File: src/sebc_map.vh
`ifndef SEBC_MAP_VH
`define SEBC_MAP_VH
// ----------------------------------------------------------------------------
// Timing
// ----------------------------------------------------------------------------
`define SEBC_CLK_HZ          25000000
`define SEBC_T_ON_MS         300
`define SEBC_T_OFF_MS        300
`define SEBC_T_PERIOD_MS     2000
// Cycle counts at 25 MHz, sized to the 27-bit sequencer counters
`define SEBC_ON_CYC          27'd7500000
`define SEBC_OFF_CYC         27'd7500000
`define SEBC_PERIOD_CYC      27'd50000000
// ----------------------------------------------------------------------------
// Fault source bit positions (fault vector index)
// ----------------------------------------------------------------------------
`define SEBC_SRC_WIDTH       19
`define SEBC_SRC_UNDEF_INSTR 0
`define SEBC_SRC_SW_INT      1
`define SEBC_SRC_PREFETCH    2
`define SEBC_SRC_DATA_ABORT  3
`define SEBC_SRC_ADDR_ERR    4
`define SEBC_SRC_WORK_MEM    5
`define SEBC_SRC_PLD_LOAD    6
`define SEBC_SRC_IRQ_SRC1    7
`define SEBC_SRC_IRQ_SRC2    8
`define SEBC_SRC_NO_MAC      9
`define SEBC_SRC_STDIO       10
`define SEBC_SRC_THREAD1     11
`define SEBC_SRC_THREAD2     12
`define SEBC_SRC_POST_DMA    13
`define SEBC_SRC_POST_MEMDMA 14
`define SEBC_SRC_POST_ETH    15
`define SEBC_SRC_POST_IRQ    16
`define SEBC_SRC_POST_MII    17
`define SEBC_SRC_POST_CACHE  18
// ----------------------------------------------------------------------------
// Blink codes
// ----------------------------------------------------------------------------
`define SEBC_CODE_NONE       5'h00
`define SEBC_CODE_UNDEF      5'h01
`define SEBC_CODE_SWI        5'h02
`define SEBC_CODE_PREFETCH   5'h03
`define SEBC_CODE_DABORT     5'h04
`define SEBC_CODE_ADDR       5'h05
`define SEBC_CODE_MEM        5'h06
`define SEBC_CODE_PLD        5'h07
`define SEBC_CODE_IRQ1       5'h08
`define SEBC_CODE_IRQ2       5'h09
`define SEBC_CODE_NO_MAC     5'h0A
`define SEBC_CODE_STDIO      5'h0B
`define SEBC_CODE_THREAD1    5'h0C
`define SEBC_CODE_THREAD2    5'h0D
`define SEBC_CODE_POST_DMA   5'h0F
`define SEBC_CODE_POST_MDMA  5'h10
`define SEBC_CODE_POST_ETH   5'h11
`define SEBC_CODE_POST_IRQ   5'h12
`define SEBC_CODE_POST_MII   5'h13
`define SEBC_CODE_POST_CACHE 5'h14
`endif

File: src/sebc_blink.v
// Operation
// - Any listed internal fault is a system error; both lamps blink together.
// - Each blink 300 ms on, 300 ms off; the group restarts every 2 s, so only codes 1 to 3 show all n blinks.
// - Processor faults give codes 1 to 5 in the listed order.
// - Working-memory fault gives code 6.
// - Logic-device configuration load failure gives code 7.
// - Unknown interrupt one 8, two 9, standard I/O init failure 11.
// - Missing MAC address gives code 10.
// - System thread one init failure 12, thread two 13.
// - Self-test: internal DMA 15, memory-to-DMA 16.
// - Self-test: Ethernet loopback 17, interrupt generation 18.
// - Self-test: MII interface 19, cache 20.
`timescale 1ns/1ps
`include "sebc_map.vh"

module sebc_blink (
   input  wire        clk_sys,          // System clock, 25 MHz
   input  wire        reset_n,          // Asynchronous reset, active low
   input  wire [18:0] fault_in,         // Fault sources, level, asynchronous
   output reg         green_indicator,  // Green lamp, high = lit
   output reg         red_indicator,    // Red lamp, high = lit
   output reg  [4:0]  error_code,       // Latched blink code, 0 = none
   output reg         error_active      // High once a code is latched
);

   localparam [26:0] ON_CYC     = `SEBC_ON_CYC;
   localparam [26:0] OFF_CYC    = `SEBC_OFF_CYC;
   localparam [26:0] PERIOD_CYC = `SEBC_PERIOD_CYC;

   localparam [2:0] ST_IDLE  = 3'h1;
   localparam [2:0] ST_ON    = 3'h2;
   localparam [2:0] ST_OFF   = 3'h4;

   // -------------------------------------------------------------------------
   // Code lookup, lowest fault index wins
   // -------------------------------------------------------------------------
   function [4:0] code_of;
      input [18:0] f;
      begin
         if (f[`SEBC_SRC_UNDEF_INSTR])
            code_of = `SEBC_CODE_UNDEF;
         else if (f[`SEBC_SRC_SW_INT])
            code_of = `SEBC_CODE_SWI;
         else if (f[`SEBC_SRC_PREFETCH])
            code_of = `SEBC_CODE_PREFETCH;
         else if (f[`SEBC_SRC_DATA_ABORT])
            code_of = `SEBC_CODE_DABORT;
         else if (f[`SEBC_SRC_ADDR_ERR])
            code_of = `SEBC_CODE_ADDR;
         else if (f[`SEBC_SRC_WORK_MEM])
            code_of = `SEBC_CODE_MEM;
         else if (f[`SEBC_SRC_PLD_LOAD])
            code_of = `SEBC_CODE_PLD;
         else if (f[`SEBC_SRC_IRQ_SRC1])
            code_of = `SEBC_CODE_IRQ1;
         else if (f[`SEBC_SRC_IRQ_SRC2])
            code_of = `SEBC_CODE_IRQ2;
         else if (f[`SEBC_SRC_NO_MAC])
            code_of = `SEBC_CODE_NO_MAC;
         else if (f[`SEBC_SRC_STDIO])
            code_of = `SEBC_CODE_STDIO;
         else if (f[`SEBC_SRC_THREAD1])
            code_of = `SEBC_CODE_THREAD1;
         else if (f[`SEBC_SRC_THREAD2])
            code_of = `SEBC_CODE_THREAD2;
         else if (f[`SEBC_SRC_POST_DMA])
            code_of = `SEBC_CODE_POST_DMA;
         else if (f[`SEBC_SRC_POST_MEMDMA])
            code_of = `SEBC_CODE_POST_MDMA;
         else if (f[`SEBC_SRC_POST_ETH])
            code_of = `SEBC_CODE_POST_ETH;
         else if (f[`SEBC_SRC_POST_IRQ])
            code_of = `SEBC_CODE_POST_IRQ;
         else if (f[`SEBC_SRC_POST_MII])
            code_of = `SEBC_CODE_POST_MII;
         else if (f[`SEBC_SRC_POST_CACHE])
            code_of = `SEBC_CODE_POST_CACHE;
         else
            code_of = `SEBC_CODE_NONE;
      end
   endfunction

   // -------------------------------------------------------------------------
   // Input synchroniser
   // -------------------------------------------------------------------------
   reg [18:0] fault_meta;
   reg [18:0] fault_sync;

   always @(posedge clk_sys or negedge reset_n) begin
      if (!reset_n) begin
         fault_meta <= 19'h00000;
         fault_sync <= 19'h00000;
      end else begin
         fault_meta <= fault_in;
         fault_sync <= fault_meta;
      end
   end

   // -------------------------------------------------------------------------
   // Sequencer
   // -------------------------------------------------------------------------
   reg [2:0]  state;
   reg [26:0] period_cnt;
   reg [26:0] phase_cnt;
   reg [4:0]  blinks_left;
   wire [4:0] new_code = code_of(fault_sync);

   always @(posedge clk_sys or negedge reset_n) begin
      if (!reset_n) begin
         state           <= ST_IDLE;
         period_cnt      <= 27'h0000000;
         phase_cnt       <= 27'h0000000;
         blinks_left     <= 5'h00;
         error_code      <= `SEBC_CODE_NONE;
         error_active    <= 1'b0;
         green_indicator <= 1'b0;
         red_indicator   <= 1'b0;
      end else begin
         if (!error_active) begin
            // First fault latches; later faults are ignored until reset
            if (new_code != `SEBC_CODE_NONE) begin
               error_code      <= new_code;
               error_active    <= 1'b1;
               blinks_left     <= new_code - 5'h01;
               state           <= ST_ON;
               period_cnt      <= 27'h0000000;
               phase_cnt       <= 27'h0000000;
               green_indicator <= 1'b1;
               red_indicator   <= 1'b1;
            end
         end else begin
            // Period restart: begin a new group of blinks
            if (period_cnt == PERIOD_CYC - 27'h0000001) begin
               period_cnt      <= 27'h0000000;
               phase_cnt       <= 27'h0000000;
               blinks_left     <= error_code - 5'h01;
               state           <= ST_ON;
               green_indicator <= 1'b1;
               red_indicator   <= 1'b1;
            end else begin
               period_cnt <= period_cnt + 27'h0000001;
               case (state)
                  ST_ON: begin
                     if (phase_cnt == ON_CYC - 27'h0000001) begin
                        phase_cnt       <= 27'h0000000;
                        state           <= ST_OFF;
                        green_indicator <= 1'b0;
                        red_indicator   <= 1'b0;
                     end else begin
                        phase_cnt <= phase_cnt + 27'h0000001;
                     end
                  end
                  ST_OFF: begin
                     if (phase_cnt == OFF_CYC - 27'h0000001 &&
                         blinks_left != 5'h00) begin
                        phase_cnt       <= 27'h0000000;
                        blinks_left     <= blinks_left - 5'h01;
                        state           <= ST_ON;
                        green_indicator <= 1'b1;
                        red_indicator   <= 1'b1;
                     end else if (phase_cnt != OFF_CYC - 27'h0000001) begin
                        phase_cnt <= phase_cnt + 27'h0000001;
                     end else begin
                        state <= ST_IDLE;
                     end
                  end
                  ST_IDLE: begin
                     green_indicator <= 1'b0;
                     red_indicator   <= 1'b0;
                  end
                  default: begin
                     state           <= ST_IDLE;
                     green_indicator <= 1'b0;
                     red_indicator   <= 1'b0;
                  end
               endcase
            end
         end
      end
   end

endmodule // sebc_blink

File: config.mk
export PLATFORM = sky130hd
export DESIGN_NAME = sebc_blink
export DESIGN_NICKNAME = d
export VERILOG_FILES = /design/src/sebc_blink.v
export VERILOG_INCLUDE_DIRS = /design/src
export SDC_FILE = /design/constraint.sdc
export NUM_CORES = 1
export LEC_CHECK = 0
export BUFFER_PORTS_ARGS = -buffer_cell sky130_fd_sc_hd__buf_2
export CORE_MARGIN = 3
export CORE_UTILIZATION = 40
export DETAILED_ROUTE_END_ITERATION = 10
export PLACE_DENSITY = 0.59
export SYNTH_ARGS = -nofsm -noshare
export SYNTH_HDL_FRONTEND = slang
export SYNTH_SLANG_ARGS = --single-unit
File: constraint.sdc
create_clock -name clk_sys -period 2.8 [get_ports clk_sys]
set_input_delay 0.14 -clock clk_sys [delete_from_list [all_inputs] [get_ports clk_sys]]
set_output_delay 0.14 -clock clk_sys [all_outputs]
set_load 0.03 [all_outputs]
==> key figures <==
Run status
  – Run status: finished, final reports clean

Synthesis
  – Syn Nets: 566
  – Synthesized flop and latch total: 107
  – Post-Synth XOR/XNOR Area: 0.0117
  – Post-Synth Simple-Gate Area: 0.217
  – Sequential-to-total area share from yosys stat: 0.513
  – Synth Area in Compound Gates: 0.189
  – Post-synthesis async set-or-reset flop share: 1.00
  – Synth Instances: 542
  – EDFF count, synth: 0
  – Post-synth cell types: 66
  – Mapped Area: 5220 sq um
  – Adder-cell share of the synthesized area: 0.00719
  – Syn Area/Cell: 9.63 sq um
  – Top FF cell, synth: dfrtp_1
  – Largest family of logic cells by synthesized area: simple AND/OR/NAND/NOR gates
  – Ys Warns: 0
  – Multiplexer area fraction after synthesis: 0.0204

STA
  – Count of final setup violators: 0
  – Rel. slew slack: 0.509
  – Fin Clk Skew: 10.4 ps
  – Slew @ Worst Pin: 736 ps
  – Final setup margin: 38.3 ps
  – RSZ-0062 raised after global routing: true
  – Slew Viols, Final: 0
  – Fmax: 362 MHz
  – Period utilization: 0.986
  – Final hold vios: 0
  – Crit path time final: 2760 ps

Floorplanning
  – Die Span Y: 120 um
  – Initial core utilization: 0.412
  – Horiz. Die Dim: 120 um
  – I/O pin count: 29
  – Core Region: 12700 sq um
  – Die area: 14500 sq um
  – Core Rows: 41

Drt
  – Met1 WL: 5.35 mm
  – Drt first pass iters: 5
  – Routed vias/inst: 5.45
  – Initial DRC Count: 261
  – Highest layer used for signal routing: met4
  – DRC errors left: 0
  – Via Count: 4243
  – WL met3: 355 um
  – Post-DRT Antenna Nets: 0
  – Wirelength per Cell: 14.6 um
  – WL met2: 5.51 mm
  – WL final: 11.4 mm

Critical path
  – Critical-path top delay cell: or4_4
  – CP Cell Sequence: or4_4 -> nor3_2 -> o31a_1 -> or2_2 -> mux2i_1 -> inv_1 -> ha_2 -> inv_1 -> or4_1 -> a31o_1
  – Critical Path AT: 3010 ps
  – WP buf/inv: 2
  – CP Launch Type: register
  – CP max FO: 3
  – CP top delay family: simple AND/OR/NAND/NOR gates
  – Critical Path Sink Type: register
  – Critical path's largest stage delay: 550 ps
  – Crit path top cell by count: inv_1
  – Critical path type: register to register
  – Req. time, crit path: 3050 ps

Place
  – Port Buffers: 28
  – DP Worst Slack: -41.7 ps
  – Dpl cell area: 5600 sq um
  – RePlAce Congestion: 0.865
  – Hpwl dp: 7.72 mm

Cells and area
  – Nets: 626
  – Non-Filler Cell Area, Final: 6240 sq um
  – Layout cells sized above 1: 0.180
  – Number of diodes: 0
  – P&R area growth vs syn: 19.5%

Clocking
  – Cts bufs inserted: 9
  – Max clock buf depth: 2
  – CTS sink cnt: 107
  – CTS Root Cell: clkbuf_16
  – H-tree Lvls: 3
  – Clk Latency, worst-skew pair: 360 ps
  – Clock transition at path regs: 80 ps
  – CTS tree: yes

Pwr
  – Leak Pwr: 2.58 nW
  – Net Sw Frac: 0.293
  – Combinational group share of total power: 0.130
  – Peak supply drop: 0.448 mV
  – Clock share of power: 0.372
  – Psw: 1.06 mW
  – Share of power burned in registers: 0.498
  – Power per cell area: 580 nW/um^2
  – Internal: 2.56 mW

Run
  – Max Cap Violations: 0

Global routing
  – Initial antenna violation count: 0
  – Global-route wire length before repair: 19.2 mm
  – GRT Residual Overflow: 0
  – Number of global-route vias before repair: 4015
  – Largest net degree at the start of global routing: 55
  – Gr usage total: 0.164

Min path
  – Hold Path Class: register to register
==> cells in the mapped netlist (8+ instances only) <==
cell type,count,share of area
dfrtp_1,106,0.51
o21ai_0,65,0.062
nand2_1,55,0.040
nor2_1,48,0.035
nand4_1,22,0.026
o21ai_1,20,0.019
nand3_1,18,0.017
a21oi_1,16,0.015
inv_1,14,0.010
a31oi_1,13,0.016
o31ai_1,11,0.016
buf_2,10,0.0096
clkbuf_1,10,0.0072
and3_1,8,0.0096
nor4_1,8,0.0096
==> worst register-to-register path, stage by stage (launching register included) <==
cell	delay [ps]
dfrtp_1	400
or4_4	550
nor3_2	160
o31a_1	200
or2_2	150
mux2i_1	90
inv_1	140
ha_2	200
inv_1	50
or4_1	510
a31o_1	220
==> registers in the layout, summed over array words and instances (netlist names) <==
name / count
fault_meta: 19
period_cnt: 27
red_indicator: 1
fault_sync: 19
blinks_left: 5
error_active: 1
error_code: 5
state: 3
phase_cnt: 27
==> worst paths after layout <==
check | slack, ps | depth (start not counted) | to | startpoint
hold / removal | 350 | 0 | fault_sync[14]$_DFF_PN0_ | fault_meta[14]$_DFF_PN0_
setup reg to reg | 40 | 10 | blinks_left[4]$_DFFE_PN0P_ | fault_sync[8]$_DFF_PN0_
setup / recovery | 40 | 10 | blinks_left[4]$_DFFE_PN0P_ | fault_sync[8]$_DFF_PN0_
min in group asynchronous | 360 | 2 | period_cnt[14]$_DFFE_PN0P_ | reset_n
max in group asynchronous | 1670 | 3 | state[0]$_DFFE_PN1P_ | reset_n
hold reg to reg | 350 | 0 | fault_sync[14]$_DFF_PN0_ | fault_meta[14]$_DFF_PN0_
==> final cells by class <==
type	instances	area, sq um
Fill cell	1213	6430
Sequential cell	107	2680
Multi-Input combinational cell	392	2370
Timing Repair Buffer	77	586
Clock buffer	9	225
Tap cell	172	215
Clock inverter	7	101
Inverter	15	56.3
==> power by group through the flow <==
stage	sequential, mW	clock [mW]	combinational, mW
floorplan	1.81	0	0.284
global placement	1.83	0	0.400
detailed placement	1.84	0	0.412
CTS	1.80	1.38	0.436
global route	1.82	1.46	0.542
finish	1.80	1.34	0.470
==> kinds of logic after synthesis <==
kind of cell,count (synthesis)
and+or+nand+nor,211
adders and majority gates,3
buffers and inverters,43
muxes,10
AOI/OAI and AO/OA,161
xor gates and xnor gates,7
DFF,107
==> per-layer routing <==
layer	up-vias	GRT usage
met2	62	0.272
met1	2060	0.213
met5	-	0
li1	2107	-
met4	0	0.0517
met3	14	0.0402
==> cell usage in the layout (no fill, tap or decap), types with 6 or more instances in the layout <==
cell type and instances:
buf_4 28, nor4_1 7, clkbuf_16 9, and3_1 7
dfrtp_1 105, o21ai_0 65, nor2b_1 6, nand2_1 55
nand4_1 22, buf_2 27, inv_1 14, nor2_1 47
a31oi_1 12, o31ai_1 11, o21ai_1 20, nand3_1 18
dlygate4sd3_1 20, a21oi_1 16
==> per-stage QoR <==
step                TNS, ps  hold slack (ps)  cells  power [mW]   util
detailed placement    -41.7              211    735        2.25  0.442
floorplan                 0             -156    542        2.10      -
finish                    0              352    779        3.62  0.492
global route          -46.7              359    779        3.82  0.492
global placement          0              205    735        2.23  0.442
CTS                       0              354    771        3.62  0.484
==> repair_timing <==
| item | CTS | global route |
|---|---|---|
| endpoints found under the hold margin | 71 | 0 |
| gates cloned | 0 | 0 |
| pin swaps | 0 | 4 |
| setup endpoints to repair | 1 | 25 |
| setup buffers | 0 | 8 |
| resized for setup | 2 | 11 |
| hold buffers | 20 | 0 |
(Power assumes the default switching activity.)
